$ cat src/inc/fzf_defs.vh
// constants for the fan zone filter, table floor and pull-down register bank
`ifndef FZF_DEFS_VH
`define FZF_DEFS_VH

// ----------------------------------------------------------------
// register offsets
// ----------------------------------------------------------------
`define FZF_ADDR_SPIKE_CTRL 8'hC2
`define FZF_ADDR_LUT12 8'hC3
`define FZF_ADDR_LUT34 8'hC4
`define FZF_ADDR_PULLDOWN 8'hC5

// ----------------------------------------------------------------
// reset values
// ----------------------------------------------------------------
`define FZF_RST_SPIKE_CTRL 8'h00
`define FZF_RST_LUT12 8'h00
`define FZF_RST_LUT34 8'h00
`define FZF_RST_PULLDOWN 8'h00

// ----------------------------------------------------------------
// field positions
// ----------------------------------------------------------------
`define FZF_WIN_A_HI 2
`define FZF_WIN_A_LO 0
`define FZF_USE_A_BIT 3
`define FZF_WIN_B_HI 6
`define FZF_WIN_B_LO 4
`define FZF_USE_B_BIT 7
`define FZF_HYST_HI 3
`define FZF_HYST_LO 0
`define FZF_FLOOR_HI 7
`define FZF_FLOOR_LO 4

// ----------------------------------------------------------------
// floor duty steps and filter shifts per window code
// ----------------------------------------------------------------
`define FZF_FLOOR_TOP_STEP 4'hC
// code 0 sits in the low three bits: shifts 6,5,5,4,4,3,2,2 for codes 0..7
`define FZF_SHIFT_TABLE 24'b010_010_011_100_100_101_101_110
`define FZF_FRAC_BITS 4

`endif

$ cat src/fzf_regs.v
// fan zone filter, table floor / hysteresis and pin pull-down register bank
// ----------------------------------------------------------------
// Functional notes
// - low window code sets zone a filter
// - bits six-four set zone b filter window
// - bit three selects filtered temperature, zone a
// - bit seven selects filtered temperature, zone b
// - filter always runs, result stays readable
// - raw reading stays unfiltered at all times
// - low nibble is table pair a hysteresis
// - low nibble is table pair b hysteresis
// - special-function bit four sets pair a unit
// - special-function bit five sets pair b unit
// - high nibble is pair a floor duty
// - high nibble is pair b floor duty
// - set bit pulls its pin low
// ----------------------------------------------------------------
`timescale 1ns/10ps
`include "fzf_defs.vh"

module fzf_regs (
    // clock and reset
    input wire CORE_CLK,
    input wire RST,
    // register port from the management interface
    input wire [7:0] REG_ADDR,
    input wire REG_WR,
    input wire [7:0] REG_WDATA,
    input wire REG_RD,
    output reg [7:0] REG_RDATA,
    // temperature readings, zones 1a 2a 1b 2b in byte order
    input wire [31:0] RAW_TEMP,
    input wire CONV_DONE,
    // special-function unit selects
    input wire HYST_UNIT_A_SEL,
    input wire HYST_UNIT_B_SEL,
    // filtered results, 12 bits per zone, 1/16 degree
    output reg [47:0] FILT_TEMP,
    // temperatures used by limit checks and fan control
    output reg [31:0] CTRL_TEMP,
    // table pair controls
    output reg [4:0] TABLE_PAIR_A_HYST_HALF,
    output reg [4:0] TABLE_PAIR_B_HYST_HALF,
    output reg [3:0] TABLE_PAIR_A_FLOOR_STEP,
    output reg [3:0] TABLE_PAIR_B_FLOOR_STEP,
    // general-purpose pins, open drain
    output reg [7:0] PIN_PULL_OUT,
    output reg [7:0] PIN_PULL_OE
);

    // ----------------------------------------------------------------
    // register storage
    // ----------------------------------------------------------------
    reg [7:0] spike_ctrl_reg;
    reg [7:0] lut12_reg;
    reg [7:0] lut34_reg;
    reg [7:0] pulldown_reg;
    reg [7:0] rdata_next;

    wire [2:0] zone_a_filter_window;
    wire [2:0] zone_b_filter_window;
    wire zone_a_use_filtered;
    wire zone_b_use_filtered;
    wire [3:0] table_pair_a_hysteresis;
    wire [3:0] table_pair_b_hysteresis;
    wire [3:0] table_pair_a_floor_duty;
    wire [3:0] table_pair_b_floor_duty;

    // field views of the stored registers
    assign zone_a_filter_window = spike_ctrl_reg[`FZF_WIN_A_HI:`FZF_WIN_A_LO];
    assign zone_b_filter_window = spike_ctrl_reg[`FZF_WIN_B_HI:`FZF_WIN_B_LO];
    assign zone_a_use_filtered = spike_ctrl_reg[`FZF_USE_A_BIT];
    assign zone_b_use_filtered = spike_ctrl_reg[`FZF_USE_B_BIT];
    assign table_pair_a_hysteresis = lut12_reg[`FZF_HYST_HI:`FZF_HYST_LO];
    assign table_pair_b_hysteresis = lut34_reg[`FZF_HYST_HI:`FZF_HYST_LO];
    assign table_pair_a_floor_duty = lut12_reg[`FZF_FLOOR_HI:`FZF_FLOOR_LO];
    assign table_pair_b_floor_duty = lut34_reg[`FZF_FLOOR_HI:`FZF_FLOOR_LO];

    // register writes, all four registers fully writable
    always @(posedge CORE_CLK) begin
        if (RST) begin
            spike_ctrl_reg <= `FZF_RST_SPIKE_CTRL;
            lut12_reg <= `FZF_RST_LUT12;
            lut34_reg <= `FZF_RST_LUT34;
            pulldown_reg <= `FZF_RST_PULLDOWN;
        end else if (REG_WR) begin
            case (REG_ADDR)
                `FZF_ADDR_SPIKE_CTRL: begin
                    spike_ctrl_reg <= REG_WDATA;
                end
                `FZF_ADDR_LUT12: begin
                    lut12_reg <= REG_WDATA;
                end
                `FZF_ADDR_LUT34: begin
                    lut34_reg <= REG_WDATA;
                end
                `FZF_ADDR_PULLDOWN: begin
                    pulldown_reg <= REG_WDATA;
                end
                // unmapped offsets leave every register unchanged
                default: begin
                    spike_ctrl_reg <= spike_ctrl_reg;
                end
            endcase
        end
    end

    // ----------------------------------------------------------------
    // read path
    // ----------------------------------------------------------------
    // read mux, unmapped offsets answer zero
    always @* begin
        case (REG_ADDR)
            `FZF_ADDR_SPIKE_CTRL: rdata_next = spike_ctrl_reg;
            `FZF_ADDR_LUT12: rdata_next = lut12_reg;
            `FZF_ADDR_LUT34: rdata_next = lut34_reg;
            `FZF_ADDR_PULLDOWN: rdata_next = pulldown_reg;
            default: rdata_next = 8'h00;
        endcase
    end

    // read data registered one cycle after the strobe, held otherwise
    always @(posedge CORE_CLK) begin
        if (RST) begin
            REG_RDATA <= 8'h00;
        end else if (REG_RD) begin
            REG_RDATA <= rdata_next;
        end
    end

    // ----------------------------------------------------------------
    // spike filters, one per zone
    // ----------------------------------------------------------------
    genvar zi;
    generate
        for (zi = 0; zi < 4; zi = zi + 1) begin : g_zone
            wire [2:0] win_code;
            wire use_filt;
            wire [2:0] shift;
            wire [23:0] shift_table;
            wire [7:0] raw;
            wire signed [13:0] err;
            wire signed [13:0] step;
            reg [11:0] filt_reg;
            reg [11:0] filt_next;

            // zones 0,1 follow window a, zones 2,3 follow window b
            assign win_code = (zi < 2) ? zone_a_filter_window : zone_b_filter_window;
            assign use_filt = (zi < 2) ? zone_a_use_filtered : zone_b_use_filtered;
            // shift per window code from a packed table, code 0 is the longest window
            assign shift_table = `FZF_SHIFT_TABLE;
            assign shift = shift_table[win_code*3 +: 3];
            assign raw = RAW_TEMP[zi*8 +: 8];
            // error in 1/16 degree steps
            // two guard bits keep the sign and the full 8.4 span
            assign err = $signed({2'b00, raw, 4'h0}) - $signed({2'b00, filt_reg});
            assign step = err >>> shift;

            // first-order low pass, advances once per conversion
            always @* begin
                filt_next = filt_reg;
                if (CONV_DONE) begin
                    filt_next = filt_reg + step[11:0];
                    // a step shifted to zero is forced to one lsb, else the filter stalls short
                    if (step == 14'sd0 && err != 14'sd0) begin
                        filt_next = filt_reg + (err[13] ? 12'hFFF : 12'h001);
                    end
                end
            end

            // filter runs whatever the use bit says
            always @(posedge CORE_CLK) begin
                if (RST) begin
                    filt_reg <= 12'h000;
                    FILT_TEMP[zi*12 +: 12] <= 12'h000;
                    CTRL_TEMP[zi*8 +: 8] <= 8'h00;
                end else begin
                    filt_reg <= filt_next;
                    FILT_TEMP[zi*12 +: 12] <= filt_next;
                    if (use_filt) begin
                        CTRL_TEMP[zi*8 +: 8] <= filt_reg[11:`FZF_FRAC_BITS];
                    end else begin
                        CTRL_TEMP[zi*8 +: 8] <= raw;
                    end
                end
            end
        end
    endgenerate

    // ----------------------------------------------------------------
    // table pair outputs and pin pull-downs
    // ----------------------------------------------------------------
    // hysteresis scaled to half degrees; floor codes clamped to mapped steps
    always @(posedge CORE_CLK) begin
        if (RST) begin
            TABLE_PAIR_A_HYST_HALF <= 5'h00;
            TABLE_PAIR_B_HYST_HALF <= 5'h00;
            TABLE_PAIR_A_FLOOR_STEP <= 4'h0;
            TABLE_PAIR_B_FLOOR_STEP <= 4'h0;
            PIN_PULL_OUT <= 8'h00;
            PIN_PULL_OE <= 8'h00;
        end else begin
            TABLE_PAIR_A_HYST_HALF <= HYST_UNIT_A_SEL ? {1'b0, table_pair_a_hysteresis}
                                                      : {table_pair_a_hysteresis, 1'b0};
            TABLE_PAIR_B_HYST_HALF <= HYST_UNIT_B_SEL ? {1'b0, table_pair_b_hysteresis}
                                                      : {table_pair_b_hysteresis, 1'b0};
            TABLE_PAIR_A_FLOOR_STEP <= (table_pair_a_floor_duty > `FZF_FLOOR_TOP_STEP)
                                       ? `FZF_FLOOR_TOP_STEP : table_pair_a_floor_duty;
            TABLE_PAIR_B_FLOOR_STEP <= (table_pair_b_floor_duty > `FZF_FLOOR_TOP_STEP)
                                       ? `FZF_FLOOR_TOP_STEP : table_pair_b_floor_duty;
            // open drain: the level stays low, only the enable follows the register
            PIN_PULL_OUT <= 8'h00; // drives low only
            PIN_PULL_OE <= pulldown_reg;
        end
    end

endmodule

$ cat config.mk
export PLATFORM = sky130hd
export DESIGN_NAME = fzf_regs
export DESIGN_NICKNAME = d
export VERILOG_FILES = /design/src/fzf_regs.v
export VERILOG_INCLUDE_DIRS = /design/src /design/src/inc
export SDC_FILE = /design/constraint.sdc
export NUM_CORES = 1
export LEC_CHECK = 0
export BUFFER_PORTS_ARGS = -buffer_cell sky130_fd_sc_hd__buf_2
export CAP_MARGIN = 25
export CORE_AREA = 2 2 184 186
export CTS_CLUSTER_DIAMETER = 60
export DETAILED_ROUTE_END_ITERATION = 16
export DIE_AREA = 0 0 186 188
export GPL_TIMING_DRIVEN = 0
export SLEW_MARGIN = 20
export SYNTH_ARGS = -nofsm -noshare
export SYNTH_HDL_FRONTEND = slang
export SYNTH_SLANG_ARGS = --single-unit
$ cat constraint.sdc
create_clock -name CORE_CLK -period 10.9 [get_ports CORE_CLK]
set_input_delay 1.09 -clock CORE_CLK [delete_from_list [all_inputs] [get_ports CORE_CLK]]
set_output_delay 1.09 -clock CORE_CLK [all_outputs]
set_load 0.02 [all_outputs]
Word level (Yosys, flattened, before mapping)
Cells that the tools add are included. W data, S select, Z words.

Bitwise logic cells: 2. Magnitude comparators: 2. Muxes and demuxes: 17. Equal/unequal tests: 4. Reductions and logical operators: 22. Shifts and indexed selects: 6. $add $sub $neg: 12. Multiply operators: 2.

Operators by type and width (number): $add A12 B12 Y12 (8); $mux W12 (8); $logic_not A14 Y1 (4); $reduce_bool A14 Y1 (4); $sshr A13 B3 Y14 (4); $sub A12 B12 Y13 (4); $shiftx A24 B6 Y3 const A (2); $eq A8 B8 Y1 const B (4); $mux W8 (4); $pmux W8 S4 (1); $mux W4 (4); $reduce_or A2 Y1 (6); $mul A3 B2 Y5 const B (2); $gt A4 B4 Y1 const B (2); $reduce_and A2 Y1 (4); $logic_and A1 B1 Y1 (4); $not A1 Y1 (2).

Bits in registers: 146. Output and inout bits: 122. Bits of input ports: 55.

Depth between registers and ports, before layout
Depth after elaboration: 6. Mapped depth: 25.

Worst setup path after synthesis
OpenSTA, ideal clock, no wires.

Path type: in2reg. From: input RAW_TEMP[16]. To: register g_zone[2].filt_reg[10]. Slack: 4650 ps. Stages on the path: 23. Setup time: 62 ps. Path buffers: 1. Arrival: 6187 ps. Cells stage by stage: ha_1 -> buf_2 -> or4bb_1 -> o2bb2ai_1 -> o21ai_0 -> xnor2_1 -> nor2_1 -> o32a_1 -> or4b_1 -> or4_1 -> o41ai_1 -> ha_1 -> inv_1 -> fa_1 -> nor2b_1 -> o21ai_0 -> a21oi_1 -> o21ai_0 -> a21boi_0 -> o21a_1 -> o211ai_1 -> a2111o_1 -> nand3_1.

Cells in the longest elaborated chain, start to end: 5.

Ends and longest elaborated chain: from (decl) (RTL line fzf_regs.v:32) `input wire [31:0] RAW_TEMP,`; $sub A12 B12 Y13 (*) (RTL line fzf_regs.v:156) `assign err = $signed({2'b00, raw, 4'h0}) - $signed({2'b00, filt_reg});`; parallel branches: the longest is 3 deep, another holds $add A12 B12 Y12; $mux W12 (*) (RTL line fzf_regs.v:165) `if (step == 14'sd0 && err != 14'sd0) begin`; to (signal assigned) (RTL line fzf_regs.v:178) `filt_reg <= filt_next;`; to (decl) (RTL line fzf_regs.v:144) `reg [11:0] filt_reg;`.

Every way passes the cells marked *. A chain may end at the register's enable or synchronous reset.

Worst setup path after layout
Ends and elaborated chain as after synthesis.

==> reports/summary.txt <==
status - complete, no violations
r2r startpoint - g_zone[2].filt_reg[4]
most common cell after layout, fill and taps aside - buf_2
largest net degree at the start of global routing - 19
Max VDD drop - 0.000150 V
DPL Wire Length - 28.5 mm
ys flop type - dfxtp_1
Flop pwr share - 0.204
root buffer cell - clkbuf_16
Post-Synthesis Cells - 1,492
WP data required - 11,290 ps
total clock sinks - 146
iteration-0 DRC count of the detailed router - 805
TritonCTS Buffers - 17
Clock Pin Slew Worst Setup and Hold Paths - 80 ps
Comb pwr share - 0.631
fmax - 145 MHz
Worst Hold Class - register to register
number of synthesized register bits - 146
EDFF count, synth - 0
Largest register FFs - 48
internal power - 1.89 mW
hold path depth - 2
initial antenna violation count - 0
cts hold-fix bufs - 0
max incr delay on CP - 540 ps
max-slew violations - 0
RSZ-0062 raised after global routing - false
Reg area - 2920 sq um
clk buf depth - 2
port buffer count - 163
Pwr Density - 276 nW/um^2
area delta synth->final - 17.7%
synthesized area - 11,400 sq um
final wirelength - 37.1 mm
n_diodes - 0
critical-path maximum fanout - 9
clk_skew - 21.5 ps
htree depth - 4
GPL Wtd Cong - 0.927
fraction of layout cells with a size suffix above 1 - 0.144
WP buf/inv - 3
TritonCTS clock tree - done
Die Span Y - 188 um
Worst Min Path Start - pulldown_reg[5]
Core ar. - 33,100 sq um
first-pass GRT wire length - 57.8 mm
worst-skew pair later-pin latency - 450 ps
yosys warns - 0
post-CTS sizing - 0
multi-input logic area - 7840 sq um
worst slew pin tran - 1050 ps
R2R Setup Slk - 4260 ps
hold endpoint - pulldown_reg[5]
die span in x - 186 um
Setup crit start kind - input port
setup tns final - 0 ps
drt drc - 0
syn_area_per_cell - 7.66 sq um
First-pass DRT Iterations - 6
P_sw - 1.82 mW
CP arrival - 7270 ps
# fillers - 3,466
grt total ovfl - 0
most frequent cells in the layout - buf_2, nor2_1, dfxtp_1, nand2_1, a21oi_1
max-cap violations - 0
GRT Total Usage - 0.209
I/O Pins - 177
min Tclk post-route - 6880 ps
fraction of registers with async set/reset - 0
Via density - 5.45
switching share of power - 0.490
Cell Rows - 67
Crit Path Class - input port to register
headroom to the max-slew limit - 0.301
Final Cycle Share - 0.631
delay-heaviest family, CP - compound AO/OA/AOI/OAI gates
R2R depth - 24
Worst Setup End Kind - register
most used cell, CP - o21ai_0
distinct cell type count after synthesis - 81
RR Endpoint - g_zone[2].filt_reg[10]
Vias - 11,700
drt wl/cell - 17.3 um
Starting Density - 0.345
Final setup viols - 0
sequential share of the synthesized area - 0.256
hold violation total from the final report - 0
Slowest-stage cell, CP - or4bb_1
antenna viol nets, final - 0
DIE AREA - 35,000 sq um
cell chain of the critical path - buf_2, ha_1, buf_2, or4bb_1, o2bb2ai_1, o21ai_0, xnor2_1, nor2_1, o32a_1, or4b_1, or4_1, o41ai_1, ha_1, inv_1, fa_1, nor2b_1, o21ai_0, a21oi_1, o21ai_0, a21boi_0, o21a_1, o211ai_1, a2111o_1, nand3_1
Leak Pwr - 5.59 nW
Post-CTS Setup Inserts - 0
number of global-route vias before repair - 10,800
clock network fraction of total power - 0.165
fin nets - 1,828
Tot Pwr - 3.71 mW
## power by group through the flow
stage | combinational (mW) | clock (mW) | sequential [mW]
after floorplan | 1.72 | 0 | 0.803
after global placement | 2.26 | 0 | 0.763
after detailed placement | 2.30 | 0 | 0.765
after CTS | 2.31 | 0.625 | 0.753
after global routing | 2.61 | 0.646 | 0.767
final | 2.34 | 0.613 | 0.756
## metrics by stage
stage / util / hold WS (ps) / std cells / instance area, sq um / setup WS, ps
after CTS: 0.406 / 474 / 2142 / 13400 / 4100
after global placement: 0.388 / 457 / 2110 / 12800 / 3700
after floorplan: - / 444 / 1499 / 11500 / 4650
final: 0.406 / 474 / 2143 / 13500 / 4020
after global routing: 0.406 / 490 / 2143 / 13500 / 3590
after detailed placement: 0.388 / 461 / 2110 / 12800 / 3660
## synthesized netlist by cell type, types with 7 or more instances
cell type  instances  share of area
nand2b_1           7         0.0038
nand4_1            8         0.0044
o22ai_1            8         0.0044
nor2_1           162          0.053
dfxtp_1          146           0.26
buf_4              9         0.0059
nor2b_1           25          0.014
nand3_1           55          0.024
a21oi_1          113          0.049
or3_1             12         0.0066
o31ai_1           11         0.0072
o31a_1            11         0.0084
clkbuf_1          63          0.021
and3_1            13         0.0071
or2_2              7         0.0038
mux2i_1           74          0.065
xnor2_1           30          0.023
o21ai_0           72          0.032
a31oi_1           12         0.0066
nor4b_1            8         0.0061
ha_1              87          0.095
o211ai_1          13         0.0085
and2_1            19          0.010
nand2_1          138          0.045
nor4_1             7         0.0038
nor3_1            43          0.019
buf_1             10         0.0033
o21a_1            24          0.016
a211oi_1          26          0.017
xor2_1            21          0.016
inv_1             81          0.027
a21o_1            14         0.0092
a22oi_1           20          0.013
mux2_2             9         0.0089
nor3b_1           15         0.0098
## final cells by class
class | count | share of cell area
Buffer | 88 | 0.0276
Inverter | 87 | 0.0243
Sequential cell | 146 | 0.217
Clock buffer | 17 | 0.0316
Clock inverter | 15 | 0.0139
Timing Repair Buffer | 164 | 0.0610
Multi-Input combinational cell | 1178 | 0.583
Tap cell | 448 | 0.0416
## cell families after synthesis
family          share of synthesized area
other cells                      0.000328
simple gates                        0.231
compound gates                      0.230
fa+ha+maj                           0.102
flops                               0.256
mux                                0.0788
xor+xnor                           0.0405
buf+inv                            0.0611
## worst max-delay path by stage
stage,startpoint,endpoint,slack [ps],depth (start not counted)
floorplan,RAW_TEMP[16],g_zone[2].filt_reg[10],4650,23
global placement,RAW_TEMP[16],g_zone[2].filt_reg[10],3700,24
detailed placement,RAW_TEMP[16],g_zone[2].filt_reg[10],3660,24
CTS,RAW_TEMP[16],g_zone[2].filt_reg[10],4100,24
global route,RAW_TEMP[16],g_zone[2].filt_reg[10],3590,24
finish,RAW_TEMP[16],g_zone[2].filt_reg[10],4020,24
## metal layers
metal  share of wire  GRT usage
met1            0.45      0.278
met2            0.46      0.345
met3           0.058     0.0309
met4           0.024     0.0669
met5               0          0
## tightest hold or removal path, stage by stage (launching register included)
cell and delay (ps):
dfxtp_1 320, nand2_1 60, a21oi_1 50
(Power assumes the default switching activity.)
